==> src/rtl/bhc_pkg.sv <==
`default_nettype none
package bhc_pkg;
  // ==========================================================
  // Register map (byte offsets, one 32-bit word each)
  localparam logic [5:0] OFS_CTRL   = 6'h00;
  localparam logic [5:0] OFS_PERIOD = 6'h04;
  localparam logic [5:0] OFS_CMP0   = 6'h08;
  localparam logic [5:0] OFS_STATUS = 6'h20;
  localparam int         NUM_SW     = 6;

  // ==========================================================
  // Control word fields: high byte 15..8, low byte 7..0
  localparam int B_EXT_SEL = 15;
  localparam int B_ZF      = 14;
  localparam int B_ZE      = 13;
  localparam int B_MSI     = 10;
  localparam int B_PMF     = 9;
  localparam int B_PME     = 8;
  localparam int B_BUF     = 7;
  localparam int B_STOP    = 6;
  localparam int B_MODE    = 5;
  localparam int B_CLR     = 4;
  localparam int B_DIV     = 0;

  // Status word fields
  localparam int ST_HALL = 16;
  localparam int ST_DOWN = 19;
  localparam int ST_OUT  = 20;

  // ==========================================================
  // Reset values
  localparam logic [15:0] CTRL_RST   = 16'h0040;
  localparam logic [15:0] PERIOD_RST = 16'hffff;
  localparam logic [15:0] CMP_RST    = 16'h0000;

  // ==========================================================
  // Timing: base tick in 12.5 ns units so 62.5 ns is exact
  localparam int CLK_PS     = 25000;
  localparam int TICK_PS    = 62500;
  localparam int UNIT_PS    = 12500;
  localparam int CLK_UNITS  = CLK_PS / UNIT_PS;
  localparam int TICK_UNITS = TICK_PS / UNIT_PS;

  typedef struct packed {
    logic [15:0]            cnt;
    logic                   down;
    logic [15:0]            per_buf;
    logic [15:0]            per;
    logic [NUM_SW-1:0][15:0] cmp;
    logic [15:0]            ctl;
    logic                   ack;
    logic [31:0]            rdata;
    logic [NUM_SW-1:0]      outs;
    logic                   ext_q;
  } bhc_state_s;
endpackage : bhc_pkg
`default_nettype wire

==> src/rtl/bhc_sync.sv <==
`default_nettype none
module bhc_sync #(
  parameter int W = 4
) (
  // Clock and reset
  input  wire logic         clock,
  input  wire logic         rst_n,
  // Asynchronous levels in, synchronised levels out
  input  wire logic [W-1:0] d,
  output logic      [W-1:0] q
);
  typedef struct packed {
    logic [W-1:0] m1;
    logic [W-1:0] m2;
  } bhc_sync_s;

  bhc_sync_s s_q;
  bhc_sync_s s_d;

  always_comb begin
    s_d    = s_q;
    s_d.m1 = d;
    s_d.m2 = s_q.m1;
  end

  always_ff @(posedge clock or negedge rst_n) begin
    if (!rst_n) begin
      s_q <= '0;
    end else begin
      s_q <= s_d;
    end
  end

  assign q = s_q.m2;
endmodule : bhc_sync
`default_nettype wire

==> src/rtl/bhc_tick_div.sv <==
`default_nettype none
module bhc_tick_div
  import bhc_pkg::*;
#(
  parameter int DIV_W = 4
) (
  // Clock and reset
  input  wire logic             clock,
  input  wire logic             rst_n,
  // Control
  input  wire logic             run,
  input  wire logic [DIV_W-1:0] div,
  // One-cycle tick enable
  output logic                  tick
);
  localparam int PRE_W = 2 ** DIV_W;

  typedef struct packed {
    logic [3:0]       acc;
    logic [PRE_W-1:0] pre;
    logic             tick;
  } bhc_div_s;

  bhc_div_s s_q;
  bhc_div_s s_d;

  // Base ticks alternate 2 and 3 clocks: exact 62.5 ns on average
  always_comb begin
    s_d      = s_q;
    s_d.tick = 1'b0;
    if (!run) begin
      s_d.acc = '0;
      s_d.pre = '0;
    end else if (s_q.acc + 4'(CLK_UNITS) >= 4'(TICK_UNITS)) begin
      s_d.acc = s_q.acc + 4'(CLK_UNITS) - 4'(TICK_UNITS);
      // At or past the end: a smaller divider must not stall a full wrap
      if (s_q.pre >= (PRE_W'(1) << div) - PRE_W'(1)) begin
        s_d.pre  = '0;
        s_d.tick = 1'b1;
      end else begin
        s_d.pre = s_q.pre + PRE_W'(1);
      end
    end else begin
      s_d.acc = s_q.acc + 4'(CLK_UNITS);
    end
  end

  always_ff @(posedge clock or negedge rst_n) begin
    if (!rst_n) begin
      s_q <= '0;
    end else begin
      s_q <= s_d;
    end
  end

  assign tick = s_q.tick;
endmodule : bhc_tick_div
`default_nettype wire

==> src/rtl/bhc_top.sv <==
// Added by the designer: the Avalon-MM slave port and the register addresses.
`default_nettype none
module bhc_top
  import bhc_pkg::*;
#(
  parameter int DIV_W = 4
) (
  // Clock and reset
  input  wire logic        clock,
  input  wire logic        rst_n,
  // Avalon-MM slave
  input  wire logic [5:0]  address,
  input  wire logic        read,
  input  wire logic        write,
  input  wire logic [31:0] writedata,
  input  wire logic [3:0]  byteenable,
  output logic      [31:0] readdata,
  output logic             waitrequest,
  // Hall sensors and external count clock
  input  wire logic        hall_a,
  input  wire logic        hall_b,
  input  wire logic        hall_c,
  input  wire logic        ext_count_clk,
  // Bridge switches
  output logic             phase_a_top_out,
  output logic             phase_a_bottom_out,
  output logic             phase_b_top_out,
  output logic             phase_b_bottom_out,
  output logic             phase_c_top_out,
  output logic             phase_c_bottom_out,
  // Interrupt requests
  output logic             zero_hit_irq,
  output logic             period_match_irq
);
  // ==========================================================
  // Input synchronisers and tick source
  logic [3:0] pins_s;
  logic [2:0] hall_s;
  logic       ext_s;
  logic       int_tick;
  logic       tick;
  logic       stopped;

  bhc_sync #(
    .W (4)
  ) u_sync (
    .clock (clock),
    .rst_n (rst_n),
    .d     ({ext_count_clk, hall_c, hall_b, hall_a}),
    .q     (pins_s)
  );

  assign hall_s = pins_s[2:0];
  assign ext_s  = pins_s[3];

  bhc_state_s s_q;
  bhc_state_s s_d;

  assign stopped = s_q.ctl[B_STOP];

  bhc_tick_div #(
    .DIV_W (DIV_W)
  ) u_div (
    .clock (clock),
    .rst_n (rst_n),
    .run   (!stopped),
    .div   (s_q.ctl[B_DIV +: DIV_W]),
    .tick  (int_tick)
  );

  // Zero selects the divided internal tick; one counts pin edges
  assign tick = s_q.ctl[B_EXT_SEL] ? (ext_s && !s_q.ext_q)
                                   : int_tick;

  // ==========================================================
  // Bus decode
  logic       req;
  logic       wr_go;
  logic [3:0] idx;
  logic       is_cmp;
  logic [2:0] cmp_idx;

  assign req         = read || write;
  assign waitrequest = req && !s_q.ack;
  assign wr_go       = write && s_q.ack;
  assign idx         = address[5:2];
  assign is_cmp      = (address >= OFS_CMP0) && (address < OFS_STATUS);
  assign cmp_idx     = 3'(idx - OFS_CMP0[5:2]);

  // ==========================================================
  // Commutation from the hall code
  logic             hall_ok;
  logic [NUM_SW-1:0] comm;
  logic [NUM_SW-1:0] gate;

  // Each hall bit is a plain one or zero; 000 and 111 are no sector
  assign hall_ok = (hall_s != 3'h0) && (hall_s != 3'h7);

  always_comb begin
    for (int p = 0; p < 3; p++) begin
      // Top on where this phase detects and the next does not;
      // this leaves one top and one bottom per sector
      comm[2*p]   = hall_s[p] && !hall_s[(p+1)%3];
      comm[2*p+1] = !hall_s[p] && hall_s[(p+1)%3];
    end
    for (int i = 0; i < NUM_SW; i++) begin
      gate[i] = s_q.cnt < s_q.cmp[i];
    end
  end

  // ==========================================================
  // State update
  logic        ev_zero;
  logic        ev_match;
  logic [15:0] wd;
  logic [31:0] rd;

  always_comb begin
    s_d      = s_q;
    ev_zero  = 1'b0;
    ev_match = 1'b0;
    s_d.ack  = req && !s_q.ack;
    s_d.ext_q = ext_s;
    wd       = writedata[15:0];
    rd       = 32'h0;

    // Counter
    if (tick && !stopped) begin
      if (!s_q.ctl[B_MODE]) begin
        if (s_q.cnt >= s_q.per) begin
          s_d.cnt  = 16'h0;
          ev_match = 1'b1;
        end else begin
          s_d.cnt = s_q.cnt + 16'h1;
        end
        s_d.down = 1'b0;
      end else if (!s_q.down) begin
        if (s_q.cnt >= s_q.per) begin
          s_d.down = 1'b1;
          s_d.cnt  = s_q.cnt - 16'h1;
          ev_match = 1'b1;
        end else begin
          s_d.cnt = s_q.cnt + 16'h1;
        end
      end else begin
        if (s_q.cnt == 16'h0) begin
          s_d.down = 1'b0;
          s_d.cnt  = 16'h1;
        end else begin
          s_d.cnt = s_q.cnt - 16'h1;
        end
      end
      ev_zero = (s_d.cnt == 16'h0) && (s_q.cnt != 16'h0);
    end

    // Period: straight through, or held until the zero point
    if (!s_q.ctl[B_BUF] || ev_zero) begin
      s_d.per = s_q.per_buf;
    end

    // Register writes take effect at the accepting edge
    if (wr_go) begin
      if (address == OFS_CTRL) begin
        if (byteenable[1]) begin
          s_d.ctl[15:8] = wd[15:8];
          // Flags only clear on zero; a one leaves them alone
          s_d.ctl[B_ZF]  = s_q.ctl[B_ZF] && wd[B_ZF];
          s_d.ctl[B_PMF] = s_q.ctl[B_PMF] && wd[B_PMF];
        end
        if (byteenable[0]) begin
          s_d.ctl[7:0]   = wd[7:0];
          s_d.ctl[B_CLR] = 1'b0;
          if (wd[B_CLR]) begin
            s_d.cnt  = 16'h0;
            s_d.down = 1'b0;
          end
        end
      end else if (address == OFS_PERIOD) begin
        if (byteenable[0]) s_d.per_buf[7:0]  = wd[7:0];
        if (byteenable[1]) s_d.per_buf[15:8] = wd[15:8];
      end else if (is_cmp && address[1:0] == 2'h0) begin
        if (byteenable[0]) s_d.cmp[cmp_idx][7:0]  = wd[7:0];
        if (byteenable[1]) s_d.cmp[cmp_idx][15:8] = wd[15:8];
      end
    end

    // Events win over a clearing write in the same cycle
    if (ev_zero) begin
      s_d.ctl[B_ZF] = 1'b1;
    end
    if (ev_match) begin
      s_d.ctl[B_PMF] = 1'b1;
    end

    // Read data captured on the wait cycle
    if (address == OFS_CTRL) begin
      rd[15:0] = s_q.ctl;
    end else if (address == OFS_PERIOD) begin
      rd[15:0] = s_q.per_buf;
    end else if (is_cmp && address[1:0] == 2'h0) begin
      rd[15:0] = s_q.cmp[cmp_idx];
    end else if (address == OFS_STATUS) begin
      rd[15:0]           = s_q.cnt;
      rd[ST_HALL +: 3]   = hall_s;
      rd[ST_DOWN]        = s_q.down;
      rd[ST_OUT +: NUM_SW] = s_q.outs;
    end
    if (read && !s_q.ack) begin
      s_d.rdata = rd;
    end

    // Switch outputs, registered
    s_d.outs = hall_ok ? (comm & gate) : '0;
  end

  always_ff @(posedge clock or negedge rst_n) begin
    if (!rst_n) begin
      s_q         <= '0;
      s_q.ctl     <= CTRL_RST;
      s_q.per     <= PERIOD_RST;
      s_q.per_buf <= PERIOD_RST;
      s_q.cmp     <= {NUM_SW{CMP_RST}};
    end else begin
      s_q <= s_d;
    end
  end

  // ==========================================================
  // Outputs
  assign readdata           = s_q.rdata;
  assign phase_a_top_out    = s_q.outs[0];
  assign phase_a_bottom_out = s_q.outs[1];
  assign phase_b_top_out    = s_q.outs[2];
  assign phase_b_bottom_out = s_q.outs[3];
  assign phase_c_top_out    = s_q.outs[4];
  assign phase_c_bottom_out = s_q.outs[5];
  assign zero_hit_irq     = s_q.ctl[B_ZF] && s_q.ctl[B_ZE];
  assign period_match_irq = s_q.ctl[B_PMF] && s_q.ctl[B_PME];

  logic [2:0] tops;
  logic [2:0] bots;
  assign tops = {s_q.outs[4], s_q.outs[2], s_q.outs[0]};
  assign bots = {s_q.outs[5], s_q.outs[3], s_q.outs[1]};
endmodule : bhc_top
`default_nettype wire

==> config.mk <==
export PLATFORM = sky130hd
export DESIGN_NAME = bhc_top
export DESIGN_NICKNAME = d
export VERILOG_FILES = /design/src/rtl/bhc_pkg.sv /design/src/rtl/bhc_sync.sv /design/src/rtl/bhc_tick_div.sv /design/src/rtl/bhc_top.sv
export SDC_FILE = /design/constraint.sdc
export NUM_CORES = 1
export LEC_CHECK = 0
export ABC_CLOCK_PERIOD_IN_PS = 5000
export BUFFER_PORTS_ARGS = -buffer_cell sky130_fd_sc_hd__clkbuf_2
export CAP_MARGIN = 0
export CORE_MARGIN = 5
export CORE_UTILIZATION = 48
export DETAILED_ROUTE_END_ITERATION = 12
export PLACE_DENSITY = 0.7
export SYNTH_ARGS = -nofsm -noshare
export SYNTH_HDL_FRONTEND = slang
export SYNTH_SLANG_ARGS = --single-unit
==> constraint.sdc <==
create_clock -name clock -period 5 [get_ports clock]
set_input_delay 0.25 -clock clock [delete_from_list [all_inputs] [get_ports clock]]
set_output_delay 0.25 -clock clock [all_outputs]
set_load 0.05 [all_outputs]
### Word level (Yosys, flattened, before mapping)

Index checks and enable logic that the tools add are counted.
Widths: inputs -> output; s select.

| operators by class | value |
|---|---|
| bitwise gates (word level) | 3 |
| $add $sub $neg | 7 |
| equality and inequality tests | 3 |
| shift-type cells | 1 |
| order comparisons | 13 |
| reduce and logical (&&, ||, !) cells | 49 |
| multiplexer cells | 56 |

Operators with widths:

| cell | number |
|---|---|
| $mux 96 | 6 |
| $bwmux 96 | 2 |
| $mux 16 | 11 |
| $mux 17 | 8 |
| $demux 16 s3 | 2 |
| $lt 16x16->1 | 6 |
| $bmux 16 s3 | 1 |
| $mux 33 | 1 |
| $add 16x1->16 const B | 2 |
| $ge 16x16->1 | 2 |
| $logic_not 16->1 | 2 |
| $mux 8 | 4 |
| $sub 16x1->16 const B | 2 |
| $mux 10 | 3 |
| $mux 15 | 2 |
| $mux 26 | 1 |
| $logic_and 1x1->1 | 20 |
| $mux 20 | 1 |
| $reduce_bool 16->1 | 1 |
| $shl 1x4->16 const A | 1 |
| $reduce_bool 2->1 | 7 |
| $reduce_and 3->1 | 4 |
| $reduce_and 4->1 | 3 |
| $mux 1 | 11 |
| 21 further kinds | 29 |

| storage, ports and cells | value |
|---|---|
| word-level logic and storage cells | 156 |
| output and inout port bits | 41 |
| bits of input ports | 50 |
| flip-flop bits (word level) | 223 |

### Longest topological paths before layout

Gate-level depths: netlist of run 1.

| logic depth | value |
|---|---|
| word-level depth | 13 |
| depth in mapped cells | 18 |
| gate-level depth less buffers | 14 |

### Cells and area by module

From an unflattened synthesis of run 1, not the netlist that was laid out.

| second synthesis, totals | value |
|---|---|
| cells, all modules | 1,427 |
| area total of the unflattened synthesis | 14,461.4 um^2 |

By module, submodules not included:

| module | cells an instance | seq. area each (um^2) | instances | area each (um^2) |
|---|---|---|---|---|
| bhc_top | 1,191 | 4,895.9 | 1 | 12,400.6 |
| bhc_tick_div | 228 | 525.5 | 1 | 1,860.5 |
| bhc_sync | 8 | 200.2 | 1 | 200.2 |

### Worst setup path before layout of run 1

Ideal clock, no wire load.

| path | value |
|---|---|
| path type | register to register |
| start | reg s_q[41] (netlist bit) |
| end | reg u_div.s_q[8] (netlist bit) |
| cell stages (with the launch flop) | 18 |
| slack | 1.269 ns |
| buffers on the path | 4 |
| data arrival time | 3.649 ns |
| cells stage by stage | dfrtp_1 clkbuf_1 nand3b_1 ha_1 clkbuf_1 nor4b_1 a21oi_1 o22a_1 ha_1 a21o_1 a211oi_1 o21ai_0 or2_2 a21oi_1 clkbuf_1 buf_2 a21oi_1 a31oi_1 |

| between the ends | value |
|---|---|
| longest elaborated chain between the ends | 6 |

Ends and longest elaborated chain:

| item | line | text |
|---|---|---|
| from (decl) | bhc_top.sv:56 | `bhc_state_s s_q;` |
| $shl 1x4->16 | bhc_tick_div.sv:37 | `if (s_q.pre >= (PRE_W'(1) << div) - PRE_W'(1)) begin` |
| $sub 16x1->16 | bhc_tick_div.sv:37 |  |
| $ge 16x16->1 | bhc_tick_div.sv:37 |  |
| $mux 16 | bhc_tick_div.sv:37 |  |
| $mux 17 | bhc_tick_div.sv:34 | `end else if (s_q.acc + 4'(CLK_UNITS) >= 4'(TICK_UNITS)) begin` |
| $mux 20 | bhc_tick_div.sv:31 | `if (!run) begin` |
| to (signal assigned) | bhc_tick_div.sv:50 | `s_q <= '0;` |
| to (signal assigned) | bhc_tick_div.sv:52 | `s_q <= s_d;` |
| to (decl) | bhc_tick_div.sv:24 | `bhc_div_s s_q;` |

No other way between the ends. The select of a mux whose other input is x is not followed.
A chain may end at the register's enable or synchronous reset.

### Worst setup path in the final report of run 1

| path | value |
|---|---|
| start | reg s_q[42] (netlist bit) |
| end | reg u_div.s_q[5] (netlist bit) |

The elaborated chain is that of the path after synthesis.

==> out/summary.txt, run 1 <==
gr usage total: 20.6%
CP delay by family, top: compound AO/OA/AOI/OAI gates
share of the synthesized area in the top cell type: 33.2%
DR vias: 10700
Num CTS Buffers: 26
total wire length: 34.6 mm
CTS max path bufs: 3
Clk Latency, worst-skew pair: 530 ps
leading area contributor after synthesis: dfrtp_1
# IOs: 91
TritonCTS clock tree: built
Critical R2R Launch: s_q[42]
H-tree Lvls: 1
setup repair after global routing missed its margin: false
CTS Root Buffer Type: clkbuf_16
largest net degree at the start of global routing: 130
measured slew at the worst slew-check pin: 1000 ps
CP most frequent cell: ha_1
Ys Warns: 0
DIE AREA: 33400 um2
Post-Syn Instances: 1417
Design Area, Final: 15800 um2
worst-path cell chain: nor2_1, nand3b_1, ha_1, nor4b_1, a21oi_1, o22a_1, ha_1, a21o_1, a211oi_1, o21ai_0, or2_2, a21oi_2, buf_4, nand2b_1, a31oi_1
CP max-delay cell: dfrtp_1
DRT antenna net count: 0
Peak VDD IR: 0.000280 V
1st-iter DRT viols: 748
clk sinks: 223
Fmax: 247 MHz
mean post-synth cell area: 10.1 um2
Rows: 63
Initial Util: 48.5%
CP max stage delay: 530 ps
synthesized flop and latch total: 223
initial antenna violation count: 0
dominant synthesized flop cell: dfrtp_1
DRC: 0
Vias/cell: 5.77
post-layout util: 53.4%
Final Setup Violations: 0
register area share after synthesis: 39.2%
nets: 1632
number of flops mapped to enable cells by yosys: 0
clk slew on worst S/H paths: 60 ps
Setup crit start kind: register
worst hold path depth: 2
hold endpoint: s_q[172]
routability congestion estimate: 0.961
worst reg2reg endpoint: u_div.s_q[5]
Final Skew: 14.1 ps
drt pass-1 iters: 5
count of input and output buffers: 66
PD cells: 427 nW/um2
routed len/inst: 18.6 um
Area after DPL: 14800 um2
global-route wire length before repair: 56.9 mm
setup TNS: 0 ps
r2r worst-path depth: 15
core area: 29600 um2
layout cells sized above 1: 23.9%
Worst R2R Setup Slack: 940 ps
WP buf/inv: 1
Critical Path AT: 4500 ps
post-synth cell types: 73
vias in the first global route: 10800
# diodes: 0
CP Capture Type: register
Final Cycle Share: 81.1%
worst hold path type: in -> reg
crit path time final: 4060 ps
Critical Path RT: 5440 ps
CTS resizes: 0
Hold Fails Final Rpt: 0
max cap viols: 0
ys async rst share: 100%
gr ovfl total: 0
status: completed
Max Slew Vio Count: 0
HPWL Detailed: 25.1 mm
top cells by area, synth: dfrtp_1 33%, ha_1 12%, mux2_2 11%
slew margin rel.: 33.2%
die width: 183 um
Syn-to-layout area delta: 10.1%
crit-path max FO: 18
Leak: 0.00716 uW
Cell Area, Synth: 14300 um2
Die Y: 183 um
critical path class: reg -> reg
Hold Startpoint: writedata[4]
==> cell usage in the layout (no fill, tap or decap), types with 9 or more instances in the layout <==
cell type / count
dfrtp_1: 190
mux2_2: 141
ha_1: 136
inv_1: 121
nand2_1: 113
o21ai_0: 88
a21oi_1: 73
nor2_1: 70
clkbuf_2: 65
nor3_1: 33
a21o_1: 33
dfstp_2: 33
clkbuf_16: 27
nand4_1: 21
nand2b_1: 21
nand3_1: 20
mux2i_1: 17
buf_4: 17
mux4_2: 16
a222oi_1: 15
nor2b_1: 14
a31oi_1: 14
and3_1: 12
mux2_4: 10
xor2_1: 9
nor4_1: 9
==> synth_stat cells (15+ instances only) <==
library cell / instances
mux4_2: 16
mux2_2: 141
nand2b_1: 22
buf_4: 32
clkbuf_1: 45
a21oi_1: 74
inv_1: 121
nor3_1: 33
dfstp_2: 33
o21ai_0: 88
a222oi_1: 15
nor2_1: 70
dfrtp_1: 190
a21o_1: 33
nand4_1: 21
nand2_1: 113
nand3_1: 20
mux2i_1: 17
ha_1: 136
==> worst max-delay path by stage <==
stage / from / endpoint / depth (start not counted)
after floorplan: s_q[41] / u_div.s_q[8] / 17
after global placement: s_q[42] / u_div.s_q[14] / 15
after detailed placement: s_q[43] / u_div.s_q[9] / 15
after CTS: s_q[43] / u_div.s_q[7] / 15
after global routing: s_q[42] / u_div.s_q[16] / 15
final: s_q[42] / u_div.s_q[5] / 15
==> sequential cells by signal, indices dropped and copies added (netlist names) <==
name                count
phase_a_top_out         1
u_div.s_q              20
phase_a_bottom_out      1
u_sync.q                4
readdata               26
phase_b_bottom_out      1
s_q                   162
phase_c_bottom_out      1
u_sync.s_d              4
u_div.tick              1
phase_c_top_out         1
phase_b_top_out         1
==> area by class of cell <==
cell class | count | area, um2
inverter | 121 | 454
sequential | 223 | 5620
tap | 390 | 488
multi-input combinational | 984 | 7760
timing repair buffer | 90 | 538
clock inverter | 13 | 150
clock buffer | 35 | 766
fill | 2582 | 13800
==> timing repair <==
| item | 4_1_cts | 5_1_grt |
|---|---|---|
| setup buffers | 0 | 0 |
| hold buffers | 7 | 0 |
| hold endpoints to repair | 110 | 0 |
==> per-stage QoR <==
stage               cells  hold slack, ps  worst slack [ps]  power [uW]
detailed placement   1801             335               952        4750
finish               1856            52.8               944        6740
floorplan            1422           -45.6              1270        4080
global placement     1801             332              1050        4650
CTS                  1856            27.9               957        6780
global route         1856            19.1               607        7220
==> routing by layer <==
metal,wire (um),track usage [%],vias to the layer above
li1,-,-,5113
met1,15600,28.7,5248
met2,16300,34.0,285
met3,1660,2.82,64
met4,1020,5.96,0
met5,0,0,-
==> logic make-up (layout without fill, tap and decap cells) <==
group,after synthesis,after routing,share of synthesized area [%]
and+or+nand+nor,359,359,12.8
adders and majority gates,136,136,11.9
other,2,7,0.0524
DFF,223,223,39.2
AOI/OAI and AO/OA,282,282,12.3
muxes,184,184,15.8
xor gates and xnor gates,16,16,0.978
buffers and inverters,215,259,6.87
==> where the power goes <==
part	internal, uW	switching (uW)
combinational	1030	1500
clock	1230	772
sequential	1960	256
No activity file was read; power rests on OpenSTA's default activity.
==> run 2, diff against run 1 <==
- ABC_CLOCK_PERIOD_IN_PS: 5000 -> 4200
- clock period: 5 -> 4.2 ns (I/O delays scaled with it)
==> out/summary.txt, run 2 (synthesized netlist as in run 1, its figures left out) <==
status: completed
largest net degree at the start of global routing: 119 (-8.5%)
post-layout util: 53.7% (+0.33 points)
Clk Latency, worst-skew pair: 540 ps (about the same)
WP buf/inv: 1 (unchanged)
HPWL Detailed: 25.1 mm (+0.30%)
Max Slew Vio Count: 0 (unchanged)
vias in the first global route: 10700 (-0.50%)
storage element area: 5620 um2 (unchanged)
# diodes: 0 (unchanged)
measured slew at the worst slew-check pin: 1050 ps (+52.2 ps)
Critical R2R Launch: s_q[167]
count of input and output buffers: 66 (unchanged)
clk slew on worst S/H paths: 60 ps (about the same)
initial antenna violation count: 0 (unchanged)
Setup Buffers After CTS: 0 (unchanged)
Critical Path AT: 4340 ps (-160 ps)
Hold-fix buffers, CTS: 8 (+1)
Num CTS Buffers: 27 (+3.8%)
core area: 29600 um2 (unchanged)
CP max stage delay: 840 ps (+310 ps)
CTS max path bufs: 3 (unchanged)
Final Setup Violations: 0 (unchanged)
slew margin rel.: 29.7% (-3.5 points)
routed len/inst: 18.5 um (-0.63%)
1st-iter DRT viols: 977 (+31%)
max cap viols: 0 (unchanged)
CP delay by family, top: simple AND/OR/NAND/NOR gates
Hold Fails Final Rpt: 0 (unchanged)
Vias/cell: 5.76 (-0.13%)
global-route wire length before repair: 56.8 mm (-0.31%)
Global Route met2 Usage: 33.7% (-0.24 points)
H-tree Lvls: 1 (unchanged)
# IOs: 91 (unchanged)
Worst R2R Setup Slack: 310 ps (-640 ps)
Non-Filler Instances: 1875 (+1.0%)
crit path time final: 3890 ps (-163 ps)
clk sinks: 223 (unchanged)
crit-path max FO: 16 (-2)
Peak VDD IR: 0.000333 V (+19%)
TritonCTS clock tree: built
Hold Startpoint: writedata[6]
critical path class: reg -> reg
Syn-to-layout area delta: 10.8%
met3 Use GR: 2.70% (-0.12 points)
routability congestion estimate: 0.910 (-5.3%)
PD cells: 503 nW/um2 (+18%)
Fmax: 257 MHz (+4.2%)
setup TNS: 0 ps (unchanged)
DR vias: 10800 (+0.90%)
multi-input logic area: 7760 um2 (unchanged)
worst reg2reg endpoint: s_q[156]
placed cells: 1819 (+1.0%)
CP Capture Type: register
Initial Util: 48.5% (unchanged)
setup repair after global routing missed its margin: false
Setup crit start kind: register
DIE AREA: 33400 um2 (unchanged)
CTS resizes: 0 (unchanged)
Critical Path RT: 4640 ps (-800 ps)
max reg flops: 162 (unchanged)
Final Cycle Share: 92.7% (+12 points)
Final Skew: 31.4 ps (+17.3 ps)
commonest non-fill, non-tap cell in the layout: dfrtp_1
final-layout fill cell count: 2621 (+1.5%)
Rows: 63 (unchanged)
worst hold path depth: 2 (unchanged)
nets: 1652 (+1.2%)
Biggest register: s_q
worst hold path type: in -> reg
routing usage on met1: 28.9% (+0.20 points)
DRC: 0 (unchanged)
drt pass-1 iters: 8 (+3)
total wire length: 34.7 mm (+0.39%)
die width: 183 um (unchanged)
Leak: 0.00722 uW (+0.81%)
Die Y: 183 um (unchanged)
DRT antenna net count: 0 (unchanged)
CP max-delay cell: o31a_1
CTS Root Buffer Type: clkbuf_16
grt peak-use layer: met2
layout cells sized above 1: 24.4% (+0.50 points)
most frequent cells in the layout: 190 x dfrtp_1, 141 x mux2_2, 136 x ha_1
hold endpoint: s_q[62]
r2r worst-path depth: 10 (-5)
gr ovfl total: 0 (unchanged)
worst-path cell chain: inv_1, ha_1, nand2_1, nor4_1, nand4b_1, nand4_1, nand2_2, a41oi_1, o31a_1, mux2_2
gr usage total: 20.6% (about the same)
run 2: layer usage:
| layer | wire [um] | share of wire [%] |
|---|---|---|
| met5 | 0 | 0 |
| met4 | 962 | 2.8 |
| met3 | 1940 | 5.6 |
| met2 | 16400 | 47 |
| met1 | 15500 | 45 |
run 2: how the worst max path moves through the flow:
| stage | startpoint | endpoint | slack (ps) | cells after the start |
|---|---|---|---|---|
| floorplan | s_q[41] | u_div.s_q[8] | 470 | 17 |
| global placement | s_q[167] | s_q[152] | 410 | 10 |
| detailed placement | s_q[167] | s_q[154] | 410 | 10 |
| CTS | s_q[167] | s_q[156] | 340 | 10 |
| global route | s_q[41] | u_div.s_q[6] | 30 | 15 |
| finish | s_q[167] | s_q[156] | 310 | 10 |
run 2: per-stage QoR:
stage | setup WS (ps) | instance area [um2] | hold WS [ps] | power [uW]
global placement | 411 | 14900 | 319 | 5620
detailed placement | 410 | 14900 | 320 | 5720
global route | 28.4 | 15900 | 58.5 | 8530
floorplan | 469 | 14400 | -85.6 | 4850
finish | 307 | 15900 | 70.5 | 7990
CTS | 344 | 15900 | 36.5 | 8020
run 2: layout make-up:
type	count	share of cell area, %
tap	390	3.07
sequential	223	35.4
multi-input combinational	984	48.9
timing repair buffer	109	4.30
inverter	121	2.86
clock inverter	6	0.426
clock buffer	42	5.05
run 2: worst register-to-register path: stages (launching register included):
cell      delay [ps]
dfstp_2          530
inv_1             40
ha_1             290
nand2_1          110
nor4_1           560
nand4b_1         360
nand4_1          320
nand2_2           90
a41oi_1          220
o31a_1           840
mux2_2           440
run 2: report_power, final:
| group | switching, uW | internal [uW] | leakage (uW) |
|---|---|---|---|
| logic | 1900 | 1280 | 0.00388 |
| registers | 210 | 2340 | 0.00292 |
| clock network | 888 | 1370 | 0.000419 |
==> run 3, diff against run 2 <==
- ABC_AREA: default -> 1
==> out/summary.txt, run 3 <==
status: completed
Peak VDD IR: 0.000343 V (+3.1%)
Post-Syn Instances: 1802 (+27%)
most frequent cell after synthesis: nand2_1
clk sinks: 223 (unchanged)
Design Area, Final: 15700 um2 (-0.98%)
Worst Setup EP: s_q[162]
gr ovfl total: 0 (unchanged)
die width: 182 um (-0.41%)
setup TNS: 0 ps (unchanged)
r2r worst-path depth: 18 (+8)
Critical R2R Launch: s_q[189]
Cell Area, Synth: 14200 um2 (-0.87%)
total wire length: 38.1 mm (+9.7%)
ys async rst share: 100% (unchanged)
# IOs: 91 (unchanged)
leading area contributor after synthesis: dfrtp_1
Reg power frac: 36.2% (+4.3 points)
post-synth cell types: 53 (-27%)
crit path time final: 3420 ps (-477 ps)
CP Capture Type: register
largest net degree at the start of global routing: 114 (-4.2%)
switch share: 35.9% (-1.6 points)
H-tree Lvls: 1 (unchanged)
CTS max path bufs: 3 (unchanged)
top cells by area, synth: dfrtp_1 33%, ha_1 12%, nand2_1 11%
Area after DPL: 14700 um2 (-1.5%)
slew margin rel.: 37.9% (+8.2 points)
Critical Path AT: 3890 ps (-450 ps)
synthesized flop and latch total: 223 (unchanged)
mean post-synth cell area: 7.88 um2 (-22%)
Final Setup Violations: 0 (unchanged)
routed len/inst: 16.9 um (-8.6%)
worst hold path type: in -> reg
PD cells: 428 nW/um2 (-15%)
Max Slew Vio Count: 0 (unchanged)
DR vias: 12300 (+14%)
max cap viols: 0 (unchanged)
Syn-to-layout area delta: 10.6%
count of input and output buffers: 66 (unchanged)
share of the synthesized area in the top cell type: 33.5% (+0.29 points)
1st-iter DRT viols: 914 (-6.4%)
crit-path max FO: 18 (+2)
DRC: 0 (unchanged)
Critical Path RT: 4670 ps (+30 ps)
max reg flops: 162 (unchanged)
# diodes: 0 (unchanged)
combinational power share: 30.0% (-9.9 points)
grt peak-use layer: met2
measured slew at the worst slew-check pin: 931 ps (-124 ps)
switching power: 2420 uW (-19%)
setup repair after global routing missed its margin: false
DRT antenna net count: 0 (unchanged)
core area: 29400 um2 (-0.53%)
Final Cycle Share: 81.3% (-11 points)
drt pass-1 iters: 6 (-2)
Leak: 0.00767 uW (+6.3%)
Setup WS post-layout: 784 ps (+477 ps)
pre-CTS setup slack: 891 ps (+481 ps)
global-route wire length before repair: 61.9 mm (+9.1%)
routing usage on met1: 30.2% (+1.3 points)
Clk Latency, worst-skew pair: 530 ps (about the same)
register area share after synthesis: 39.6% (+0.35 points)
vias in the first global route: 12000 (+12%)
Rows: 63 (unchanged)
Die Y: 182 um (-0.41%)
TritonCTS clock tree: built
CTS Root Buffer Type: clkbuf_16
layout cells sized above 1: 10.2% (-14 points)
clk slew on worst S/H paths: 60 ps (about the same)
Vias/cell: 5.48 (-5.0%)
Setup crit start kind: register
met3 Use GR: 3.13% (+0.43 points)
DIE AREA: 33100 um2 (-0.82%)
initial antenna violation count: 0 (unchanged)
Num CTS Buffers: 26 (-3.7%)
HPWL Detailed: 28.1 mm (+12%)
Ys Warns: 0 (unchanged)
Clock power frac: 33.9% (+5.7 points)
Initial Util: 48.3% (-0.17 points)
nets: 2028 (+23%)
Biggest register: s_q
Worst R2R Setup Slack: 780 ps (+480 ps)
Commonest cells post-synth: 404 x nand2_1, 249 x inv_1, 190 x dfrtp_1
P_int: 4310 uW (-14%)
Final Skew: 9.29 ps (-22.1 ps)
Fmax: 293 MHz (+14%)
Global Route met2 Usage: 38.4% (+4.6 points)
most frequent cells in the layout: 404 x nand2_1, 249 x inv_1, 190 x dfrtp_1
commonest non-fill, non-tap cell in the layout: nand2_1
routability congestion estimate: 0.943 (+3.7%)
Critical Path Start: s_q[189]
gr usage total: 22.8% (+2.2 points)
critical path class: reg -> reg
dominant synthesized flop cell: dfrtp_1
number of flops mapped to enable cells by yosys: 0 (unchanged)
worst reg2reg endpoint: s_q[162]
Hold Fails Final Rpt: 0 (unchanged)
run 3: cell types whose count changed in the layout (fill, tap and decap cells not counted), sizes merged, moves of 17 or more:
cell	previous run	this run
a21o	33	0
nand2b	22	0
mux2i	17	0
a21oi	74	128
o21ai	89	180
mux2	151	0
nand3	21	75
inv	122	254
nor2	71	107
xor2	9	27
o211ai	3	34
nand2	116	406
run 3: stage by stage:
stage	std cells	total power, uW	hold WS (ps)	util (%)
finish	2252	6730	97.7	53.5
CTS	2252	6760	82.2	53.5
global placement	2189	4390	321	50.0
floorplan	1807	3900	-85.6	-
detailed placement	2189	4430	320	50.0
global route	2252	7130	117	53.5
run 3: worst min path at each step:
stage | slack, ps | end | cells past startpoint | from
after floorplan | -90 | phase_a_bottom_out | 0 | rst_n
after global placement | 320 | u_sync.s_d[0] | 1 | hall_a
after detailed placement | 320 | u_sync.s_d[3] | 1 | ext_count_clk
after CTS | 80 | s_q[80] | 3 | writedata[8]
after global routing | 120 | s_q[48] | 3 | writedata[8]
final | 100 | s_q[63] | 3 | writedata[7]
run 3: layout make-up:
cell class | count | area (um2)
fillers | 2719 | 13700
multi-input cells | 1235 | 7150
flip-flops and latches | 223 | 5620
repair buffers | 100 | 633
clock buffers | 41 | 778
inverters | 256 | 961
clock inverters | 7 | 87.6
well taps | 390 | 488
run 3: worst max-delay path, cell delays in order, from the launching register on:
cell	delay [ps]
dfrtp_1	800
ha_1	360
nand2_1	60
inv_1	40
nand2_1	70
nor2_1	50
nor2_1	80
nand2_1	70
nand2_1	150
nand3_2	320
nand3_1	190
nand2_1	80
nor2_1	170
nand2_1	100
nor2_2	120
nand3_4	250
nand2_4	270
nand2_1	100
nand2_1	70
run 3: logic make-up after synthesis:
| kind of cell | share of synthesized area, % |
|---|---|
| compound gates | 16.7 |
| buf+inv | 10.3 |
| other cells | 0.0529 |
| simple gates | 19.5 |
| xor+xnor | 1.91 |
| fa+ha+maj | 12.0 |
| flops | 39.6 |
run 3: power groups by stage:
| stage | Clock, uW | Combinational (uW) | Sequential, uW |
|---|---|---|---|
| floorplan | 0 | 1430 | 2470 |
| global placement | 0 | 1930 | 2460 |
| detailed placement | 0 | 1970 | 2460 |
| CTS | 2340 | 2000 | 2430 |
| global route | 2430 | 2260 | 2440 |
| finish | 2280 | 2020 | 2430 |
run 3: timing repair:
item	CTS	global route
endpoints found under the hold margin	106	0
resized for setup	0	0
setup buffers	0	0
hold buffers	15	0
run 3: metal layers:
layer / up-vias / share of wire (%)
met1: 5847 / 44
met5: - / 0
met4: 0 / 3.5
met2: 359 / 47
met3: 76 / 5.3
li1: 6050 / -
